$ cat config.mk
export PLATFORM = sky130hd
export DESIGN_NAME = dram_wait_area_config
export DESIGN_NICKNAME = d
export VERILOG_FILES = /design/src/dram_cfg_pkg.sv /design/src/dram_wait_area_config.sv
export SDC_FILE = /design/constraint.sdc
export NUM_CORES = 1
export LEC_CHECK = 0
export ABC_CLOCK_PERIOD_IN_PS = 2700
export BUFFER_PORTS_ARGS = -buffer_cell sky130_fd_sc_hd__buf_2
export CORE_MARGIN = 1.5
export CORE_UTILIZATION = 39
export CTS_CLUSTER_SIZE = 8
export DETAILED_ROUTE_END_ITERATION = 10
export PLACE_DENSITY = 0.68
export RECOVER_POWER = 25
export SETUP_SLACK_MARGIN = 0.02
export SLEW_MARGIN = 5
export SYNTH_ARGS = -nofsm -noshare
export SYNTH_HDL_FRONTEND = slang
export SYNTH_SLANG_ARGS = --single-unit
$ cat constraint.sdc
create_clock -name clock -period 2.7 [get_ports clock]
set_input_delay 0.135 -clock clock [delete_from_list [all_inputs] [get_ports clock]]
set_output_delay 0.135 -clock clock [all_outputs]
set_load 0.02 [all_outputs]
$ cat src/dram_cfg_pkg.sv
// Constants, field layouts and carriers for the DRAM and wait-area configuration block
//////////////////////////////////////////////////////////////////////////////
// Function
// - Wait input pull-up on when bit 15 is 1, the reset state.
// - Areas 0 and 2 long wait is 1 to 4 cycles, reset 4.
// - Area 6 long wait is 1 to 4 cycles from own field, reset 4.
// - Bit 0 selects two column strobes, bit 1 selects two write strobes.
// - Row strobe returns high after access, or stays low when hold set.
// - One precharge cycle when bit is 0, two when bit is 1.
// - Bit 0 gives full accesses, bit 1 gives fast page burst.
// - Column strobe high time is 50 percent, or 35 percent when set.
// - Multiplex bit 1 puts row and column on the same lines.
// - Row shift is 8, 9 or 10 bits; code 11 is reserved.
// - Non-multiplexed burst row is address 27 down to 8, 9 or 10.
// - Long wait adds to one base cycle, optionally extended by wait pin.
//////////////////////////////////////////////////////////////////////////////
package dram_cfg_pkg;

  // Register indices as printed; byte address is four times the index
  localparam logic [27:0] WAIT_CTRL_IDX   = 28'h5FFFFA6;
  localparam logic [27:0] DRAM_CTRL_IDX   = 28'h5FFFFA8;
  localparam logic [31:0] WAIT_CTRL_ADDR  = {2'h0, WAIT_CTRL_IDX, 2'h0};
  localparam logic [31:0] DRAM_CTRL_ADDR  = {2'h0, DRAM_CTRL_IDX, 2'h0};

  // Values after reset and masks of implemented bits
  localparam logic [15:0] WAIT_CTRL_RESET = 16'hF800;
  localparam logic [15:0] DRAM_CTRL_RESET = 16'h0000;
  localparam logic [15:0] WAIT_CTRL_MASK  = 16'hF800;
  localparam logic [15:0] DRAM_CTRL_MASK  = 16'hFF00;

  // Field positions
  localparam int PULLUP_BIT   = 15;
  localparam int AREA02_LSB   = 13;
  localparam int AREA6_LSB    = 11;
  localparam int SHIFT_LSB    = 8;

  // Shift count encodings and reserved code
  localparam logic [1:0] SHIFT_RESERVED = 2'h3;
  localparam logic [3:0] SHIFT_BASE     = 4'h8;

  // Column strobe high time in percent
  localparam logic [6:0] DUTY_NORMAL_PCT = 7'h32;
  localparam logic [6:0] DUTY_SHORT_PCT  = 7'h23;

  // Avalon response codes
  localparam logic [1:0] RESP_OKAY  = 2'h0;
  localparam logic [1:0] RESP_ERROR = 2'h2;

  // Wait sequencer states
  typedef enum logic [1:0] {
    WS_IDLE = 2'b00,
    WS_BASE = 2'b01,
    WS_LONG = 2'b10,
    WS_PIN  = 2'b11
  } wait_state_e;

  // Wait and pull-up settings
  typedef struct packed {
    logic       wait_pullup_en;
    logic [1:0] area02_longwait;
    logic [1:0] area6_longwait;
  } wait_cfg_s;

  // DRAM access settings
  typedef struct packed {
    logic       strobe_scheme_sel;
    logic       row_strobe_hold;
    logic       precharge_len;
    logic       page_burst_en;
    logic       col_strobe_duty;
    logic       addr_mux_en;
    logic [1:0] row_shift;
  } dram_cfg_s;

endpackage

$ cat src/dram_wait_area_config.sv
// Register file and derived timing for the DRAM and long-wait area configuration
//
// Decided for this implementation: the Avalon-MM interface to the registers.
`timescale 1ns/1ps
`default_nettype none

module dram_wait_area_config #(
  parameter int ADDR_W = 28
) (
  // Clock, reset and clock enable
  input  wire logic                  clock,
  input  wire logic                  reset,
  input  wire logic                  clock_en,
  // Avalon-MM register slave
  input  wire logic [31:0]           address,
  input  wire logic                  read,
  input  wire logic                  write,
  input  wire logic [3:0]            byteenable,
  input  wire logic [31:0]           writedata,
  output logic      [31:0]           readdata,
  output logic                       waitrequest,
  output logic      [1:0]            response,
  // Settings as seen by the cycle sequencer
  output dram_cfg_pkg::wait_cfg_s    wait_cfg,
  output dram_cfg_pkg::dram_cfg_s    dram_cfg,
  output logic      [2:0]            area02_wait_cycles,
  output logic      [2:0]            area6_wait_cycles,
  output logic      [1:0]            precharge_cycles,
  output logic      [6:0]            col_strobe_high_pct,
  output logic      [3:0]            row_shift_bits,
  // Wait pin pull-up
  output logic                       wait_pullup_en,
  // Long-wait sequencer
  input  wire logic                  access_start,
  input  wire logic [2:0]            access_area,
  input  wire logic                  wait_sample_en,
  input  wire logic                  wait_pin_n,
  output logic                       access_busy,
  output logic                       access_done,
  // Strobe generation
  input  wire logic                  col_strobe_req,
  input  wire logic                  write_req,
  input  wire logic                  lane_hi,
  input  wire logic                  lane_lo,
  output logic                       col_strobe_high_byte_n,
  output logic                       col_strobe_low_byte_n,
  output logic                       write_strobe_high_byte_n,
  output logic                       write_strobe_low_byte_n,
  // Address multiplexing
  input  wire logic [ADDR_W-1:0]     access_addr,
  input  wire logic                  row_phase,
  output logic      [ADDR_W-1:0]     dram_addr_out,
  output logic      [ADDR_W-1:0]     burst_row_addr
);

  //////////////////////////////////////////////////////////////////////////////
  // Elaboration check: the row field must reach past the widest shift
  if (ADDR_W < 11 || ADDR_W > 32) begin : g_bad_width
    $error("ADDR_W must lie between 11 and 32");
  end

  // Elaboration check: reset values may only set implemented bits
  if (|(dram_cfg_pkg::WAIT_CTRL_RESET & ~dram_cfg_pkg::WAIT_CTRL_MASK) ||
      |(dram_cfg_pkg::DRAM_CTRL_RESET & ~dram_cfg_pkg::DRAM_CTRL_MASK)) begin : g_bad_reset
    $error("Register reset values set unimplemented bits");
  end

  // Elaboration check: the two registers must decode to distinct addresses
  if (dram_cfg_pkg::WAIT_CTRL_ADDR == dram_cfg_pkg::DRAM_CTRL_ADDR) begin : g_bad_map
    $error("Register addresses overlap");
  end

  //////////////////////////////////////////////////////////////////////////////
  // Helpers

  // Two-bit long-wait code to a count of 1 to 4 cycles
  function automatic logic [2:0] long_wait_cycles(input logic [1:0] code);
    long_wait_cycles = {1'b0, code} + 3'h1;
  endfunction

  // Two-bit shift code to a count of 8 to 10 bits
  function automatic logic [3:0] shift_bits(input logic [1:0] code);
    shift_bits = dram_cfg_pkg::SHIFT_BASE + {2'h0, code};
  endfunction

  //////////////////////////////////////////////////////////////////////////////
  // Register bus decode

  // Register storage; unused bits are held at zero
  logic [15:0] wait_reg;
  logic [15:0] dram_reg;

  // Handshake and write strobes
  wire logic        request    = read | write;
  wire logic        hit_wait   = address == dram_cfg_pkg::WAIT_CTRL_ADDR;
  wire logic        hit_dram   = address == dram_cfg_pkg::DRAM_CTRL_ADDR;
  wire logic        hit_any    = hit_wait | hit_dram;
  wire logic        accept     = request & ~waitrequest;
  wire logic        do_write   = accept & write;
  wire logic        next_wait  = ~(request & waitrequest);

  // Byte-lane merge; only the upper byte holds settings
  wire logic [15:0] lane_mask  = {{8{byteenable[1]}}, {8{byteenable[0]}}};
  wire logic [15:0] wait_merge = (wait_reg & ~lane_mask) | (writedata[15:0] & lane_mask);
  wire logic [15:0] dram_merge = (dram_reg & ~lane_mask) | (writedata[15:0] & lane_mask);

  // Reserved shift code leaves the old code in place
  wire logic        shift_bad  =
    dram_merge[dram_cfg_pkg::SHIFT_LSB +: 2] == dram_cfg_pkg::SHIFT_RESERVED;
  wire logic [15:0] dram_legal = shift_bad
    ? {dram_merge[15:10], dram_reg[9:8], dram_merge[7:0]} : dram_merge;

  // Unused bits are masked on write and on read
  wire logic [15:0] next_wait_reg = wait_merge & dram_cfg_pkg::WAIT_CTRL_MASK;
  wire logic [15:0] next_dram_reg = dram_legal & dram_cfg_pkg::DRAM_CTRL_MASK;

  // Read mux; an unmapped address reads as zero
  wire logic [15:0] read_sel =
    hit_wait ? (wait_reg & dram_cfg_pkg::WAIT_CTRL_MASK) :
    hit_dram ? (dram_reg & dram_cfg_pkg::DRAM_CTRL_MASK) : 16'h0000;

  //////////////////////////////////////////////////////////////////////////////
  // Bus handshake: one wait cycle, then data and acknowledge together
  always_ff @(posedge clock) begin
    if (reset) begin
      waitrequest <= 1'b1;
      readdata    <= 32'h0000_0000;
      response    <= dram_cfg_pkg::RESP_OKAY;
    end else if (clock_en) begin
      waitrequest <= next_wait;
      if (request && waitrequest) begin
        readdata <= {16'h0000, read_sel};
        response <= hit_any ? dram_cfg_pkg::RESP_OKAY : dram_cfg_pkg::RESP_ERROR;
      end
    end
  end

  // Register storage
  always_ff @(posedge clock) begin
    if (reset) begin
      wait_reg <= dram_cfg_pkg::WAIT_CTRL_RESET;
      dram_reg <= dram_cfg_pkg::DRAM_CTRL_RESET;
    end else if (clock_en && do_write) begin
      if (hit_wait) begin
        wait_reg <= next_wait_reg;
      end
      if (hit_dram) begin
        dram_reg <= next_dram_reg;
      end
    end
  end

  //////////////////////////////////////////////////////////////////////////////
  // Field views

  // Fields of the wait register
  wire dram_cfg_pkg::wait_cfg_s wfld = '{
    wait_pullup_en:  wait_reg[dram_cfg_pkg::PULLUP_BIT],
    area02_longwait: wait_reg[dram_cfg_pkg::AREA02_LSB +: 2],
    area6_longwait:  wait_reg[dram_cfg_pkg::AREA6_LSB +: 2]
  };
  // Fields of the DRAM register
  wire dram_cfg_pkg::dram_cfg_s dfld = dram_reg[15:8];

  // Counts, percentage and shift derived from the fields
  wire logic [2:0] lw02      = long_wait_cycles(wfld.area02_longwait);
  wire logic [2:0] lw6       = long_wait_cycles(wfld.area6_longwait);
  wire logic [3:0] shift_cnt = shift_bits(dfld.row_shift);
  wire logic [1:0] pre_cyc   = dfld.precharge_len ? 2'h2 : 2'h1;
  wire logic [6:0] duty_pct  = dfld.col_strobe_duty
    ? dram_cfg_pkg::DUTY_SHORT_PCT : dram_cfg_pkg::DUTY_NORMAL_PCT;

  // Settings out, one flop behind the registers
  always_ff @(posedge clock) begin
    if (reset) begin
      wait_cfg            <= dram_cfg_pkg::WAIT_CTRL_RESET[15:11];
      dram_cfg            <= dram_cfg_pkg::DRAM_CTRL_RESET[15:8];
      area02_wait_cycles  <= 3'h4;
      area6_wait_cycles   <= 3'h4;
      precharge_cycles    <= 2'h1;
      col_strobe_high_pct <= dram_cfg_pkg::DUTY_NORMAL_PCT;
      row_shift_bits      <= dram_cfg_pkg::SHIFT_BASE;
      wait_pullup_en      <= 1'b1;
    end else if (clock_en) begin
      wait_cfg            <= wfld;
      dram_cfg            <= dfld;
      area02_wait_cycles  <= lw02;
      area6_wait_cycles   <= lw6;
      precharge_cycles    <= pre_cyc;
      col_strobe_high_pct <= duty_pct;
      row_shift_bits      <= shift_cnt;
      wait_pullup_en      <= wfld.wait_pullup_en;
    end
  end

  //////////////////////////////////////////////////////////////////////////////
  // Wait pin synchroniser, three stages, change taken when last two agree

  // Stages and filtered wait level
  logic       pin_s1;
  logic       pin_s2;
  logic       pin_s3;
  logic       pin_wait;
  wire  logic pin_agree = pin_s2 == pin_s3;

  always_ff @(posedge clock) begin
    if (reset) begin
      pin_s1   <= 1'b1;
      pin_s2   <= 1'b1;
      pin_s3   <= 1'b1;
      pin_wait <= 1'b0;
    end else if (clock_en) begin
      pin_s1 <= wait_pin_n;
      pin_s2 <= pin_s1;
      pin_s3 <= pin_s2;
      if (pin_agree) begin
        pin_wait <= ~pin_s3;
      end
    end
  end

  //////////////////////////////////////////////////////////////////////////////
  // Long-wait sequencer: base cycle, long wait, then optional pin extension

  // State and remaining long-wait count
  dram_cfg_pkg::wait_state_e state;
  dram_cfg_pkg::wait_state_e next_state;
  logic [2:0]                count;
  logic [2:0]                next_count;

  // Access options latched when the access is taken
  logic                      long_area;
  logic                      sample_en;
  logic                      next_done;

  // Areas 0, 2 and 6 carry a long wait
  wire logic       is_long   = access_area == 3'h0 || access_area == 3'h2 ||
                               access_area == 3'h6;
  wire logic [2:0] area_wait = access_area == 3'h6 ? lw6 : lw02;

  // Next-state decode
  always_comb begin
    next_state = state;
    next_count = count;
    next_done  = 1'b0;
    unique case (state)
      dram_cfg_pkg::WS_IDLE: begin
        if (access_start) begin
          next_state = dram_cfg_pkg::WS_BASE;
        end
      end
      dram_cfg_pkg::WS_BASE: begin
        if (long_area) begin
          next_state = dram_cfg_pkg::WS_LONG;
        end else begin
          next_state = dram_cfg_pkg::WS_IDLE;
          next_done  = 1'b1;
        end
      end
      dram_cfg_pkg::WS_LONG: begin
        if (count > 3'h1) begin
          next_count = count - 3'h1;
        end else if (sample_en && pin_wait) begin
          next_state = dram_cfg_pkg::WS_PIN;
        end else begin
          next_state = dram_cfg_pkg::WS_IDLE;
          next_done  = 1'b1;
        end
      end
      dram_cfg_pkg::WS_PIN: begin
        if (!pin_wait) begin
          next_state = dram_cfg_pkg::WS_IDLE;
          next_done  = 1'b1;
        end
      end
    endcase
  end

  // Sequencer registers
  always_ff @(posedge clock) begin
    if (reset) begin
      state       <= dram_cfg_pkg::WS_IDLE;
      count       <= 3'h0;
      long_area   <= 1'b0;
      sample_en   <= 1'b0;
      access_busy <= 1'b0;
      access_done <= 1'b0;
    end else if (clock_en) begin
      state       <= next_state;
      count       <= next_count;
      access_done <= next_done;
      access_busy <= next_state != dram_cfg_pkg::WS_IDLE;
      if (state == dram_cfg_pkg::WS_IDLE && access_start) begin
        long_area <= is_long;
        sample_en <= wait_sample_en;
        count     <= area_wait;
      end
    end
  end

  //////////////////////////////////////////////////////////////////////////////
  // Strobes, active low

  // Lane decode for the selected strobe scheme
  wire logic two_we   = dfld.strobe_scheme_sel;
  wire logic cas_hi   = col_strobe_req & lane_hi & ~two_we;
  wire logic cas_lo   = col_strobe_req & (two_we | lane_lo);
  wire logic we_hi    = write_req & two_we & lane_hi;
  wire logic we_lo    = write_req & (two_we ? lane_lo : 1'b1);

  // Two-column scheme uses one write strobe; two-write scheme one column strobe
  always_ff @(posedge clock) begin
    if (reset) begin
      col_strobe_high_byte_n   <= 1'b1;
      col_strobe_low_byte_n    <= 1'b1;
      write_strobe_high_byte_n <= 1'b1;
      write_strobe_low_byte_n  <= 1'b1;
    end else if (clock_en) begin
      col_strobe_high_byte_n   <= ~cas_hi;
      col_strobe_low_byte_n    <= ~cas_lo;
      write_strobe_high_byte_n <= ~we_hi;
      write_strobe_low_byte_n  <= ~we_lo;
    end
  end

  //////////////////////////////////////////////////////////////////////////////
  // Address multiplexing and burst row extraction

  // Row address shifted down by the programmed count
  wire logic [ADDR_W-1:0] row_addr = access_addr >> shift_cnt;
  wire logic [ADDR_W-1:0] mux_addr =
    (dfld.addr_mux_en && row_phase) ? row_addr : access_addr;

  // Row field for burst without multiplexing; code 11 never stored
  always_ff @(posedge clock) begin
    if (reset) begin
      dram_addr_out  <= '0;
      burst_row_addr <= '0;
    end else if (clock_en) begin
      dram_addr_out  <= mux_addr;
      burst_row_addr <= row_addr;
    end
  end

endmodule // dram_wait_area_config

`default_nettype wire

==> summary.md <==
| Metric | Value |
|---|---|
| Post-Syn Area | 5350 um^2 |
| Post-CTS Setup Repair Bufs | 0 |
| Crit path required time | around 2900 ps |
| Vias in the first global route | 4,136 |
| # resized after CTS | 0 |
| Die ar. | between 10,000 and 15,000 um^2 |
| Setup Crit Path Kind | reg2reg |
| Worst EP arrival | between 2000 and 2500 ps |
| Top-area cell type share of the netlist area | 0.408 |
| Post-CTS Hold Buffers | 1 |
| Status | finished clean |
| Synth area leaders | dfxtp_1, mux2i_1, mux4_2 |
| DR DRC count | 0 |
| Fin area | between 6000 and 7000 um^2 |
| Number of synthesized flops with an enable pin | 0 |
| Largest net degree at the start of global routing | 56 |
| Clock latency on the worst-skew pair | 350 ps |
| Final hold viol count | 0 |
| Fmax | a little over 500 MHz |
| Layout cells sized above 1 | 0.254 |
| Cell taking the most area after synthesis | dfxtp_1 |
| Final ANT Viol Nets | 0 |
| Row count | between 40 and 50 |
| Routability congestion estimate from global placement | between 0.7 and 0.8 |
| Post-synthesis async set-or-reset flop share | 0 |
| Reg2Reg Setup Slack | 740 ps |
| Initial core utilization | 0.402 |
| Critical path origin | count[1] |
| Core box area | approximately 13,000 um^2 |
| Initial antenna violation count | 0 |
| Crit-path max FO | 4 |
| Tot GR Track Use | 0.178 |
| Die Wd | 120 um |
| Clock Sinks | 109 |
| Final Cycle Share | 0.726 |
| Hold path start | writedata[10] |
| Sequential share of the synthesized area | 0.408 |
| Most frequent cells after synthesis | dfxtp_1, nor2_1, nand2_1, mux2i_1, buf_4 |
| Synth cell types | a little over 50 |
| DP Wirelength | 9.39 mm |
| CTS root buffer | clkbuf_16 |
| CP Capture Type | flop |
| Mean Syn Cell Area | a little over 9 um^2 |
| Worst Setup Start Kind | flop |
| Nets | between 800 and 900 |
| Synth Instances | slightly below 600 |
| Final Max Tran Viols | 0 |
| Fin crit period | approximately 2000 ps |
| Synth-to-Final Area Change | 19.2% |
| Actual slew at the worst max-slew pin | ~1100 ps |
| Slew Limit Headroom | 0.299 |
| Port bufs | 174 |
| Final setup viols | 0 |
| Pre-antenna DRT Iters | 4 |
| Routed WL per cell | 14.2 um |
| Multi-input logic area | about 2700 um^2 |
| FF-to-FF Start | count[1] |
| P_leak | 2.87 nW |
| Die H | about 120 um |
| Worst r2r dst | count[0] |
| First DRT Iteration DRCs | roughly 320 |
| Number of synthesized register bits | between 100 and 150 |
| Via-to-Cell Ratio | 4.96 |
| Filler cell count | about 1,400 |
| Hold Path Depth | 3 |
| Most frequent cell after synthesis | dfxtp_1 |
| Synth Flop Type | dfxtp_1 |
| Setup TNS | 0 ps |
| Aggregate global routing overflow | 0 |
| Clock Skew | 6.95 ps |
| Area after DPL | between 6000 and 7000 um^2 |
| Unrepaired setup endpoints after global routing | no |
| Register Area | between 2000 and 2500 um^2 |
| N_diodes | 0 |
| Total of max-cap violations | 0 |
| Total number of H-tree levels | 3 |
| WL final | between 10 and 15 mm |
| Final worst setup slack | ~740 ps |
| First-pass GRT wire length | roughly 20 mm |
| Pwr dens | between 500 and 600 nW/um^2 |
| Max clock buf depth | 2 |
| CTS Buf Count | 9 |
| YS warnings | 0 |
| DR vias | 4,532 |
| Place WS | ~730 ps |
| TritonCTS clock tree | built |
| Peak VDD IR | roughly 0.00028 V |
| Io pins | approximately 240 |
| Clk slew on worst S/H paths | around 70 ps |
| Worst R2R Path Depth | 7 |
| Hold WC Path Type | in2reg |
## layout by cell type (no fill, tap or decap), types with 9 or more instances in the layout
cell type,instances
mux2i_1,54
dfxtp_1,109
conb_1,40
mux4_2,16
o21ai_0,14
clkbuf_16,9
clkbuf_1,40
a311oi_1,20
buf_2,132
nor2_1,93
a21oi_1,24
buf_4,10
nand3_1,13
inv_1,11
nand2_1,69
a22oi_1,10
## where the power goes
part | internal [W] | total (W) | leakage (nW) | switching [W]
registers | 0.00167 | 0.00170 | 0.893 | 0.0000350
logic | 0.000176 | 0.000496 | 1.82 | 0.000320
clock network | 0.000817 | 0.00144 | 0.152 | 0.000622
total | 0.00266 | 0.00364 | 2.87 | 0.000978
## metal layers
| layer | global-route usage | vias to the layer above | part of all wire |
|---|---|---|---|
| li1 | - | 2246 | - |
| met4 | 0.0528 | 0 | 0.014 |
| met1 | 0.230 | 2099 | 0.45 |
| met3 | 0.0461 | 11 | 0.062 |
| met5 | 0 | - | 0 |
| met2 | 0.293 | 176 | 0.47 |
## worst max path at each step
stage               slack [ps]  depth (start not counted)  endpoint
floorplan                 1020                          7  count[0]
global placement           760                          6      flop
detailed placement         730                          6      flop
CTS                        760                          7  count[0]
global route               590                          7  count[2]
finish                     740                          7  count[0]
## final cells by class
| cell class | count | area share |
|---|---|---|
| multi-input cells | 417 | 0.425 |
| flip-flops and latches | 109 | 0.342 |
| repair buffers | 184 | 0.141 |
| clock buffers | 9 | 0.0353 |
| well taps | 176 | 0.0346 |
| clock inverters | 7 | 0.0153 |
| inverters | 11 | 0.00648 |
## stage by stage
stage	power (W)	hold WS (ps)	instances	util
final	0.00364	16.0	913	0.479
after global routing	0.00379	32.6	913	0.479
after CTS	0.00368	3.53	913	0.483
after detailed placement	0.00225	367	896	0.458
after global placement	0.00224	354	896	0.458
after floorplan	0.00211	263	623	-
## logic make-up (layout without fill, tap and decap cells)
logic type               Yosys count  count (layout)  share of synthesized area
AND/OR/NAND/NOR                  213             213                      0.184
flip-flops                       109             109                      0.408
buffers and inverters             97             211                      0.112
AO/OA/AOI/OAI                     90              90                      0.116
multiplexers                      70              70                      0.169
adder cells (fa/ha/maj)            4               4                    0.00936
other                              2              40                    0.00141
## worst max-delay path, stage by stage, from the launching register on
cell and delay, ps:
dfxtp_1 360, inv_1 70, ha_1 160, o21ba_2 220, nor2_1 70, a211oi_1 590, mux2i_1 260, a21oi_1 80
(Power assumes the default switching activity.)
